[src/remote_command_frontend_regs.vh]
// constants for the remote command front end
// Summary of operation
// - remote: indicator lit, panel keys except local ignored
// - local key in remote returns to local
// - lockout: indicator lit, panel and local key ignored
// - go-to-local clears remote and lockout states
// - addressed data with remote line enters remote first
// - local key acts like go-to-local in remote only, ignored in lockout
// - preset command loads start/stop sweep preset state
// - fixed-frequency command, gigahertz value, gigahertz suffix
// - concatenated commands with free-field fractional values accepted
// - frequency kept with three fractional gigahertz digits
// - finer than one megahertz rounds to nearest
// - start and stop frequency commands in gigahertz
// - sweep-time command in milliseconds with millisecond suffix
// - marker command: digit number then gigahertz frequency
// - square-wave modulation command enables internal modulation
`ifndef REMOTE_COMMAND_FRONTEND_REGS_VH
`define REMOTE_COMMAND_FRONTEND_REGS_VH

// ascii characters of the program language
`define CH_A 8'h41
`define CH_B 8'h42
`define CH_C 8'h43
`define CH_D 8'h44
`define CH_F 8'h46
`define CH_G 8'h47
`define CH_I 8'h49
`define CH_M 8'h4D
`define CH_P 8'h50
`define CH_S 8'h53
`define CH_T 8'h54
`define CH_W 8'h57
`define CH_Z 8'h5A
`define CH_0 8'h30
`define CH_1 8'h31
`define CH_9 8'h39
`define CH_POINT 8'h2E

// command codes held while a value is collected
`define CMD_NONE 3'h0
`define CMD_FIXED 3'h1
`define CMD_START 3'h2
`define CMD_STOP 3'h3
`define CMD_TIME 3'h4
`define CMD_MARKER 3'h5
`define CMD_AM 3'h6

// front-panel key code of the preset key
`define KEY_PRESET 5'h01

// preset state values, in megahertz and milliseconds
`define PRESET_START_MHZ 20'h0_07D0
`define PRESET_STOP_MHZ 20'h0_4E20
`define PRESET_TIME_MS 20'h0_000A

`endif

[src/decimal_accumulator.v]
// free-field decimal value collector with megahertz rounding
`timescale 1ns/100ps
module decimal_accumulator (
	input wire clock, // system clock
	input wire rst, // synchronous reset, active high
	input wire clear, // start a new value
	input wire digit_valid, // one decimal digit arrives
	input wire [3:0] digit, // digit value 0..9
	input wire point, // decimal point arrives
	output wire [19:0] milli, // value times 1000, rounded
	output wire [19:0] whole // value rounded to an integer
);
	reg [16:0] int_q; // integer part
	reg [9:0] frac_q; // first three fraction digits
	reg [2:0] nfrac_q; // fraction digits seen, saturating
	reg point_q; // decimal point seen
	reg up_q; // fourth fraction digit rounds up
	reg half_q; // first fraction digit rounds up
	wire [26:0] scaled; // integer part times 1000

	assign scaled = int_q * 27'd1000;
	// round to nearest thousandth
	assign milli = scaled[19:0] + {10'h000, frac_q} + {19'h0_0000, up_q};
	assign whole = {3'h0, int_q} + {19'h0_0000, half_q};

	// digit collection, further fraction digits are dropped
	always @(posedge clock) begin
		if (rst || clear) begin
			int_q <= 17'h0_0000;
			frac_q <= 10'h000;
			nfrac_q <= 3'h0;
			point_q <= 1'b0;
			up_q <= 1'b0;
			half_q <= 1'b0;
		end else if (point) begin
			point_q <= 1'b1;
		end else if (digit_valid) begin
			if (!point_q) begin
				// integer digits shift in
				int_q <= int_q * 17'd10 + {13'h0000, digit};
			end else begin
				case (nfrac_q)
					3'h0: begin
						frac_q <= digit * 10'd100;
						half_q <= (digit >= 4'h5);
					end
					3'h1: frac_q <= frac_q + digit * 10'd10;
					3'h2: frac_q <= frac_q + {6'h00, digit};
					3'h3: up_q <= (digit >= 4'h5);
					default: up_q <= up_q;
				endcase
				if (nfrac_q != 3'h4) begin
					nfrac_q <= nfrac_q + 3'h1;
				end
			end
		end
	end
endmodule

[src/remote_command_frontend.v]
// remote/local state machine and program string parser
`timescale 1ns/100ps
`include "remote_command_frontend_regs.vh"
module remote_command_frontend (
	input wire clock, // system clock
	input wire rst, // synchronous reset, active high
	input wire [7:0] rx_data, // listener data byte
	input wire rx_valid, // addressed byte strobe
	input wire remote_line, // bus remote enable line
	input wire go_to_local, // go-to-local bus command pulse
	input wire lockout_cmd, // local lockout bus command pulse
	input wire key_valid, // front-panel key strobe
	input wire [4:0] key_code, // front-panel key code
	input wire local_key, // local key strobe
	output reg remote_indicator, // remote lamp
	output reg panel_enable, // panel changes accepted
	output reg panel_key_valid, // gated key strobe
	output reg [4:0] panel_key_code, // gated key code
	output reg sweep_fixed, // fixed-frequency mode
	output reg [19:0] fixed_mhz, // fixed frequency in MHz
	output reg [19:0] start_mhz, // sweep start in MHz
	output reg [19:0] stop_mhz, // sweep stop in MHz
	output reg [19:0] sweep_time_ms, // sweep time in ms
	output reg marker_load, // marker update pulse
	output reg [3:0] marker_num, // marker number
	output reg [19:0] marker_mhz, // marker frequency in MHz
	output reg square_am_on, // square-wave modulation on
	output reg preset_done, // preset applied pulse
	output reg cmd_error // malformed command pulse
);
	// lamp is lit in both remote and lockout
	// remote states, one-hot
	localparam R_LOCAL = 3'b001;
	localparam R_REMOTE = 3'b010;
	localparam R_LOCK = 3'b100;
	// parser states, one-hot
	localparam P_IDLE = 5'b00001; // awaiting mnemonic
	localparam P_MNEM = 5'b00010; // second mnemonic letter
	localparam P_MOD = 5'b00100; // modulation digit
	localparam P_VAL = 5'b01000; // collecting value
	localparam P_SUF = 5'b10000; // second suffix letter

	reg [2:0] rs_q; // remote state
	reg [2:0] rs_d;
	// lockout sent while local waits for the next remote entry
	reg armed_q; // lockout requested
	reg armed_d;
	reg [4:0] ps_q; // parser state
	reg [7:0] first_q; // first letter held
	reg [2:0] cmd_q; // command awaiting value
	reg acc_clear; // accumulator controls
	reg acc_digit;
	reg acc_point;
	wire accept; // byte taken from bus
	wire [19:0] val_milli; // value times 1000
	wire [19:0] val_whole; // rounded integer value

	// digit test
	function is_digit;
		input [7:0] c;
		begin
			is_digit = (c >= `CH_0) && (c <= `CH_9);
		end
	endfunction

	// letter test
	function is_letter;
		input [7:0] c;
		begin
			is_letter = (c >= `CH_A) && (c <= `CH_Z);
		end
	endfunction

	// only addressed data with the remote line taken
	// bytes with the remote line low leave no trace
	assign accept = rx_valid && remote_line;

	// remote state next value
	// go-to-local outranks every other event, then lockout, then data
	// lamp follows rs_d, so it lights at the edge that takes the byte
	always @* begin
		rs_d = rs_q;
		armed_d = armed_q;
		if (go_to_local || (local_key && rs_q == R_REMOTE)) begin
			// local key same as go-to-local
			rs_d = R_LOCAL;
			armed_d = 1'b0;
		end else if (lockout_cmd) begin
			// lockout is remembered even while still local
			armed_d = 1'b1;
			if (rs_q != R_LOCAL || accept) begin
				// a byte in the same cycle still leaves local
				rs_d = R_LOCK;
			end
		end else if (accept && rs_q == R_LOCAL) begin
			// enter remote before data is handled
			rs_d = armed_q ? R_LOCK : R_REMOTE;
		end else begin
			// local key in lockout falls through unchanged
			rs_d = rs_q;
		end
	end

	// remote state and lamp
	always @(posedge clock) begin
		if (rst) begin
			// power-on: local, panel live
			rs_q <= R_LOCAL;
			armed_q <= 1'b0;
			remote_indicator <= 1'b0;
			panel_enable <= 1'b1;
		end else begin
			// lamp and panel follow the next state directly
			rs_q <= rs_d;
			armed_q <= armed_d;
			remote_indicator <= (rs_d != R_LOCAL);
			panel_enable <= (rs_d == R_LOCAL);
		end
	end

	// accumulator steering
	always @* begin
		acc_clear = 1'b0;
		acc_digit = 1'b0;
		acc_point = 1'b0;
		// only taken bytes steer the collector
		if (accept) begin
			case (ps_q)
				// a new mnemonic starts a fresh value
				P_IDLE: acc_clear = 1'b1;
				P_MNEM: acc_clear = 1'b1;
				P_VAL: begin
					// digits and point gathered
					acc_digit = is_digit(rx_data);
					acc_point = (rx_data == `CH_POINT);
				end
				// suffix and modulation bytes leave the value alone
				default: acc_clear = 1'b0;
			endcase
		end
	end

	// one value collector serves every command
	decimal_accumulator value_acc (
		.clock(clock),
		.rst(rst),
		.clear(acc_clear),
		.digit_valid(acc_digit),
		.digit(rx_data[3:0]),
		.point(acc_point),
		.milli(val_milli),
		.whole(val_whole)
	);

	// parser, execution and panel gating
	// one byte per cycle; a key and a byte in one cycle both act
	// values beyond 20 bits, or integer parts beyond 17 bits, wrap; nothing saturates
	always @(posedge clock) begin
		if (rst) begin
			// power-on preset: start/stop sweep, modulation off
			ps_q <= P_IDLE;
			first_q <= 8'h00;
			cmd_q <= `CMD_NONE;
			panel_key_valid <= 1'b0;
			panel_key_code <= 5'h00;
			sweep_fixed <= 1'b0;
			fixed_mhz <= `PRESET_START_MHZ;
			start_mhz <= `PRESET_START_MHZ;
			stop_mhz <= `PRESET_STOP_MHZ;
			sweep_time_ms <= `PRESET_TIME_MS;
			marker_load <= 1'b0;
			marker_num <= 4'h0;
			marker_mhz <= 20'h0_0000;
			square_am_on <= 1'b0;
			preset_done <= 1'b0;
			cmd_error <= 1'b0;
		end else begin
			// pulses default low
			panel_key_valid <= 1'b0;
			marker_load <= 1'b0;
			preset_done <= 1'b0;
			cmd_error <= 1'b0;
			// panel keys pass only in local
			// keys are dropped silently outside local
			if (key_valid && rs_q == R_LOCAL) begin
				if (key_code == `KEY_PRESET) begin
					// preset key loads the preset sweep
					sweep_fixed <= 1'b0;
					start_mhz <= `PRESET_START_MHZ;
					stop_mhz <= `PRESET_STOP_MHZ;
					sweep_time_ms <= `PRESET_TIME_MS;
					square_am_on <= 1'b0;
					preset_done <= 1'b1;
				end else begin
					// other keys go on to the panel logic
					panel_key_valid <= 1'b1;
					panel_key_code <= key_code;
				end
			end
			// one byte per cycle, in order
			if (accept) begin
				case (ps_q)
					P_IDLE: begin
						// separators between commands skipped
						if (is_letter(rx_data)) begin
							// first mnemonic letter held
							first_q <= rx_data;
							ps_q <= P_MNEM;
						end
					end
					P_MNEM: begin
						// second letter picks the command, a value follows
						ps_q <= P_VAL;
						if (first_q == `CH_I && rx_data == `CH_P) begin
							// preset state
							sweep_fixed <= 1'b0;
							start_mhz <= `PRESET_START_MHZ;
							stop_mhz <= `PRESET_STOP_MHZ;
							sweep_time_ms <= `PRESET_TIME_MS;
							square_am_on <= 1'b0;
							preset_done <= 1'b1;
							ps_q <= P_IDLE;
						end else if (first_q == `CH_C && rx_data == `CH_W) begin
							// fixed frequency, gigahertz value
							cmd_q <= `CMD_FIXED;
						end else if (first_q == `CH_F && rx_data == `CH_A) begin
							// sweep start, gigahertz value
							cmd_q <= `CMD_START;
						end else if (first_q == `CH_F && rx_data == `CH_B) begin
							// sweep stop, gigahertz value
							cmd_q <= `CMD_STOP;
						end else if (first_q == `CH_S && rx_data == `CH_T) begin
							// sweep time, millisecond value
							cmd_q <= `CMD_TIME;
						end else if (first_q == `CH_M && rx_data == `CH_D) begin
							// modulation takes one more digit
							cmd_q <= `CMD_AM;
							ps_q <= P_MOD;
						end else if (first_q == `CH_M && is_digit(rx_data)) begin
							// single-digit marker number
							cmd_q <= `CMD_MARKER;
							marker_num <= rx_data[3:0];
						end else begin
							// unknown mnemonic: flag it, back to idle
							cmd_error <= 1'b1;
							ps_q <= P_IDLE;
						end
					end
					P_MOD: begin
						// square-wave modulation on
						if (rx_data == `CH_1) begin
							square_am_on <= 1'b1;
						end else begin
							// only modulation one is known
							cmd_error <= 1'b1;
						end
						ps_q <= P_IDLE;
					end
					P_VAL: begin
						// first suffix letter ends the value
						if (is_letter(rx_data)) begin
							// suffix letter held, value frozen
							first_q <= rx_data;
							ps_q <= P_SUF;
						end
					end
					P_SUF: begin
						// the suffix ends the command either way
						ps_q <= P_IDLE;
						if (first_q == `CH_G && rx_data == `CH_Z) begin
							// gigahertz values land in MHz
							case (cmd_q)
								`CMD_FIXED: begin
									// fixed mode replaces the preset sweep
									fixed_mhz <= val_milli;
									sweep_fixed <= 1'b1;
								end
								`CMD_START: start_mhz <= val_milli;
								`CMD_STOP: stop_mhz <= val_milli;
								`CMD_MARKER: begin
									// marker number came with the mnemonic
									marker_mhz <= val_milli;
									marker_load <= 1'b1;
								end
								// gigahertz after a time command
								default: cmd_error <= 1'b1;
							endcase
						end else if (first_q == `CH_M && rx_data == `CH_S
							&& cmd_q == `CMD_TIME) begin
							// whole milliseconds, half rounds up
							sweep_time_ms <= val_whole;
						end else begin
							// wrong suffix: nothing committed
							cmd_error <= 1'b1;
						end
					end
					// no other state is reachable
					default: ps_q <= P_IDLE;
				endcase
			end
		end
	end
endmodule

[config.mk]
export PLATFORM = sky130hd
export DESIGN_NAME = remote_command_frontend
export DESIGN_NICKNAME = d
export VERILOG_FILES = /design/src/decimal_accumulator.v /design/src/remote_command_frontend.v
export VERILOG_INCLUDE_DIRS = /design/src
export SDC_FILE = /design/constraint.sdc
export NUM_CORES = 1
export LEC_CHECK = 0
export BUFFER_PORTS_ARGS = -buffer_cell sky130_fd_sc_hd__buf_2
export CAP_MARGIN = 20
export CORE_ASPECT_RATIO = 0.75
export CORE_MARGIN = 8
export CORE_UTILIZATION = 45
export DETAILED_ROUTE_END_ITERATION = 8
export HOLD_SLACK_MARGIN = 0.15
export PLACE_DENSITY = 0.74
export SETUP_SLACK_MARGIN = 0.4
export SYNTH_ARGS = -nofsm -noshare
export SYNTH_HDL_FRONTEND = slang
export SYNTH_SLANG_ARGS = --single-unit
[constraint.sdc]
create_clock -name clock -period 7.53 [get_ports clock]
set_clock_uncertainty 0.1 [all_clocks]
set_input_delay 1.506 -clock clock [delete_from_list [all_inputs] [get_ports clock]]
set_output_delay 1.506 -clock clock [all_outputs]
set_load 0.03 [all_outputs]
== After elaboration in Yosys (flattened, before gate mapping) ==
Index checks and enable logic that the tools add are counted.
Storage, ports and cells
  logic and storage cells: 215
  input bits: 21
  output and inout port bits: 117
  flip-flop bits (word level): 170
Operators by class
  bitwise logic cells: 13
  magnitude comparators: 5
  multipliers: 4
  add/subtract/negate cells: 7
  muxes and demuxes: 81
  eq/ne operators: 38
  reduce and logical (&&, ||, !) cells: 41
Operator list (number)
  $mux 20: 18
  $pmux 20 s2: 3
  $eq 8x7->1 const B: 14
  $mux 1: 35
  $mux 3: 11
  $pmux 10 s3: 1
  $mux 4: 7
  $reduce_and 4->1: 7
  $add 20x1->20: 1
  $add 20x10->20: 1
  $add 17x1->18: 1
  $add 17x4->17: 1
  $mul 17x3->16 const B: 1
  $mul 17x7->17 const B: 1
  $eq 8x6->1 const B: 2
  $logic_and 1x1->1: 16
  $eq 3x2->1 const B: 5
  $pmux 5 s3: 1
  $not 1->1: 13
  $eq 3x1->1 const B: 4
  $add 10x4->10: 1
  $add 10x8->10: 1
  $eq 5x1->1 const B: 2
  $mux 5: 2
  other kinds (27): 40

== Depth between registers and ports, before layout ==
  word-level depth: 11
  mapped depth: 20
  depth with buffers taken out: 20

== By module ==
From an unflattened synthesis, not the netlist that was laid out.
Unflattened totals
  cell total of the unflattened synthesis: 1319
  area total of the unflattened synthesis: 11446.0 µm²
Modules (own cells, without submodules)
  decimal_accumulator: instances 1, area each 6040.8 µm², sequential area each 660.6 µm², cells each 712
  remote_command_frontend: instances 1, area each 5405.2 µm², sequential area each 2742.6 µm², cells each 607

== Worst setup path after synthesis ==
Ideal clock, no wire load.
  path kind: reg-to-reg
  from: register value_acc.int_q[2]
  to: register fixed_mhz[14]
  path buffers: 0
  setup slack: 2.136 ns
  library setup time: 0.086 ns
  arrival time: 5.208 ns
  stages on the path, launching flop included: 20
  required time: 7.344 ns
  period minus slack after synthesis: 5.394 ns
  cells stage by stage: dfxtp_1 fa_1 fa_1 inv_1 fa_1 fa_1 inv_1 ha_1 o21ai_1 nor2_1 a21oi_1 ha_1 nand3_1 a211o_1 a221oi_2 nand4_2 or3_1 a311oi_1 nor3_2 a211oi_1
On the way
  longest elaborated chain between the ends: 3
RTL lines
  from (decl): RTL line decimal_accumulator.v:13  | reg [16:0] int_q;
  from (signal assigned): RTL line decimal_accumulator.v:40  | int_q <= int_q * 17'd10 + {13'h0000, digit};
  $mul 17x7->17: RTL line decimal_accumulator.v:21  | assign scaled = int_q * 27'd1000;
  $add 20x10->20: RTL line decimal_accumulator.v:23  | assign milli = scaled[19:0] + {10'h000, frac_q} + {19'h0_0000, up_q};
  $add 20x1->20: RTL line decimal_accumulator.v:23
  to (signal assigned): RTL line remote_command_frontend.v:167  | fixed_mhz <= `PRESET_START_MHZ;
  to (signal assigned): RTL line remote_command_frontend.v:275  | fixed_mhz <= val_milli;
  to (decl): RTL line remote_command_frontend.v:20  | output reg [19:0] fixed_mhz,
No other way between the ends.
A chain may end at the register's enable or synchronous reset.

== Worst setup path in the final report ==
  from: register value_acc.int_q[1]
  to: register marker_mhz[14]
On the way
  longest elaborated chain between the ends: 3
RTL lines
  $mul 17x7->17: RTL line decimal_accumulator.v:21
  $add 20x10->20: RTL line decimal_accumulator.v:23
  $add 20x1->20: RTL line decimal_accumulator.v:23
  to (signal assigned): RTL line remote_command_frontend.v:282  | marker_mhz <= val_milli;
  to (decl): RTL line remote_command_frontend.v:26  | output reg [19:0] marker_mhz,
No other way between the ends.

==> reports/results.ini <==
[sta]
finalCritPeriodShare=0.7818
fin_tns_setup_ns=0
setup_slack_ns=1.643
rsz0062_at_grt=no
post-route-min-period_ns=5.887
max-slew-margin-rel=0.2896
tightest_slew_ns=1.066
drv_slew=0
setup_viol=0
hold_violations=0
holdWs_ns=0.3381
max_freq_mhz=169.9

[yosys]
synth_top_area_share=0.2939
yosys_warnings=0
ys_ff_latch=170
synth_largest_area_cell=dfxtp_1
ys_top_cells_by_area=dfxtp_1 (29%), ha_1 (12%), fa_1 (8.5%)
yosysSeqAreaShare=0.2939
ys_async_sr_fraction=0
ys_types=77
netlist_instances=1374
syn_area_per_cell_um2=8.428
ys.flop_type=dfxtp_1
synth.cell_area_um2=11580
syn-num-nets=1551
synth-edff-count=0

[hold_path]
hold_class=flip-flop to flip-flop

[layout]
drive_gt1_frac=0.1365
fillers=2381
layout.cells.most_common=dfxtp_1
fin_cells=1853
antenna_cells=0
mostFrequentLayoutCells=dfxtp_1 (170), nor2_1 (154), nand2_1 (140), buf_2 (136), inv_1 (114)
fin_nets=1673
syn2layout_area_growth_pct=13.93

[power]
power_per_cell_area_nw_per_um2=144.8
power.total_w=0.001910
p_leak_nw=5.648
peakVddDrop_mv=0.1051

[worst_setup_path]
required_ns=7.71
cp_common_cell=fa_1
start_kind=flip-flop
max_stage_delay_ns=0.55
crit_fanout=9
crit_slowest_cell=dfxtp_1
cp-end-kind=flip-flop
path_cells=fa_1, fa_1, inv_1, fa_1, fa_1, inv_1, ha_1, o21ai_1, nor2_1, a21oi_1, ha_1, nand3_1, a211o_1, a221oi_2, nand4_2, or3_1, a21oi_1, a311oi_1, nor3_2, a211oi_1
cp.arrival_ns=6.07
path_class=flip-flop to flip-flop

[die]
ios=138
die_y_um=154.9
rows=51
die_w_um=201.2
fp.coreArea_um2=25650
die_area_um2=31180
start_util=0.4514

[clocking]
cts.repair.resized=0
clk_pin_slew_ns=0.08
cts_max_path_buffers=2
htree_levels=4
cts_root_buf=clkbuf_16
insertion_delay_ns=0.45
numCtsBuffers=17
clock-sinks=170
cts_tree=yes
holdBufCountCts=0
postCtsSetupBuffers=0

[route]
route.detailed.drc=0
first_iter_violations=774
ant_nets=0
wire_per_inst_um=17.61
viasPerCell=5.586
vias=10350
routed_wl_mm=32.63
first_pass_iters=7

[placed_design]
gp_congestion=0.9295
io_buffers=137
dp.cells=1821
detailed_place_hpwl_mm=25.17
pre_cts_ws_ns=1.681

[global_routing]
grt_antenna_before_repair=0
grt_pass1_vias=10020
grt_max_degree=79
overflow=0
grt_use_total=0.2066
grt_pass1_wl_mm=53.08

[run_status]
outcome=finished clean

[run]
maxCapViolCount=0

## cell type report
cell class / count / area [µm²] / share of cell area
multi-input combinational: 1048 / 7584 / 0.5748
sequential: 170 / 3403 / 0.2580
timing repair buffer: 145 / 748.2 / 0.05671
tap: 344 / 430.4 / 0.03263
inverter: 114 / 427.9 / 0.03244
clock buffer: 17 / 425.4 / 0.03225
clock inverter: 15 / 173.9 / 0.01318
## cell usage after synthesis, types with 3 or more instances
| cell type | number |
|---|---|
| buf_1 | 4 |
| a21oi_1 | 88 |
| xor2_1 | 25 |
| o21ai_0 | 59 |
| a211oi_1 | 33 |
| o21bai_1 | 4 |
| a311oi_1 | 4 |
| nor2b_1 | 18 |
| o21ai_1 | 4 |
| nand4_1 | 8 |
| and3_1 | 9 |
| or2_2 | 11 |
| a22o_1 | 5 |
| a31oi_1 | 8 |
| a21boi_0 | 5 |
| clkbuf_1 | 32 |
| mux2i_1 | 12 |
| and3b_1 | 4 |
| o21a_1 | 7 |
| a32oi_1 | 4 |
| a41oi_1 | 3 |
| xnor2_1 | 58 |
| a211o_1 | 6 |
| o221ai_1 | 4 |
| nor3_1 | 34 |
| and2_1 | 11 |
| nor2_1 | 154 |
| nand3b_1 | 16 |
| or3_1 | 8 |
| a21o_1 | 16 |
| nor3b_1 | 5 |
| buf_2 | 5 |
| ha_1 | 107 |
| inv_1 | 114 |
| a22oi_1 | 26 |
| o211ai_1 | 9 |
| nand3_1 | 32 |
| dfxtp_1 | 170 |
| a221oi_1 | 5 |
| fa_1 | 49 |
| nand2_1 | 140 |
| nand2b_1 | 10 |
| nor4_1 | 6 |
## final timing paths
kind,from,to,slack [ns],depth (start not counted)
max,value_acc.int_q[1]$_SDFFE_PP0P_,marker_mhz[14]$_SDFFE_PP0P_,1.64,20
min reg2reg,sweep_time_ms[18]$_SDFF_PP0_,sweep_time_ms[18]$_SDFF_PP0_,0.34,2
max reg2reg,value_acc.int_q[1]$_SDFFE_PP0P_,marker_mhz[14]$_SDFFE_PP0P_,1.64,20
min,sweep_time_ms[18]$_SDFF_PP0_,sweep_time_ms[18]$_SDFF_PP0_,0.34,2
## worst max-delay path: cells and delay by family (launching register included)
family | cells | cell delay [ns]
adder cells (fa/ha/maj) | 6 | 2.77
AO/OA/AOI/OAI | 7 | 1.14
AND/OR/NAND/NOR | 5 | 1.08
flip-flops | 1 | 0.55
buffers and inverters | 2 | 0.10
## power by group
| part | internal, W | leakage, nW | switching (W) | total [W] |
|---|---|---|---|---|
| combinational | 0.0000343 | 3.99 | 0.0000683 | 0.000103 |
| clock | 0.000450 | 0.291 | 0.000451 | 0.000902 |
| sequential | 0.000903 | 1.37 | 0.00000273 | 0.000905 |
| total | 0.00139 | 5.65 | 0.000522 | 0.00191 |
## state kept, by name (all words and copies together) (netlist names), 8 cells and up
name and flops:
first_q 8, start_mhz 20, stop_mhz 20, fixed_mhz 20, value_acc.frac_q 10, marker_mhz 20
value_acc.int_q 17, sweep_time_ms 20
## cells by family (layout without fill, tap and decap cells)
group	count (synthesis)	after routing	share of synthesized area
muxes	12	12	0.01037
adders and majority gates	156	156	0.2003
and+or+nand+nor	484	484	0.2004
AOI/OAI and AO/OA	313	313	0.1810
xor gates and xnor gates	83	83	0.06278
buffers and inverters	156	291	0.05121
DFF	170	170	0.2939
## per-stage QoR
step                instance area (µm²)  utilization
floorplan                         11580            -
global placement                  12590       0.4909
detailed placement                12590       0.4909
CTS                               13190       0.5143
global route                      13190       0.5143
finish                            13190       0.5143
## metal layers
metal | global-route usage | wire, µm | vias to the layer above | part of all wire
li1 | - | - | 5019 | -
met1 | 0.2795 | 15060 | 4865 | 0.46
met2 | 0.3252 | 14300 | 414 | 0.44
met3 | 0.04924 | 2650 | 53 | 0.081
met4 | 0.06005 | 620 | 0 | 0.019
met5 | 0 | 0 | - | 0
(Power assumes the default switching activity.)
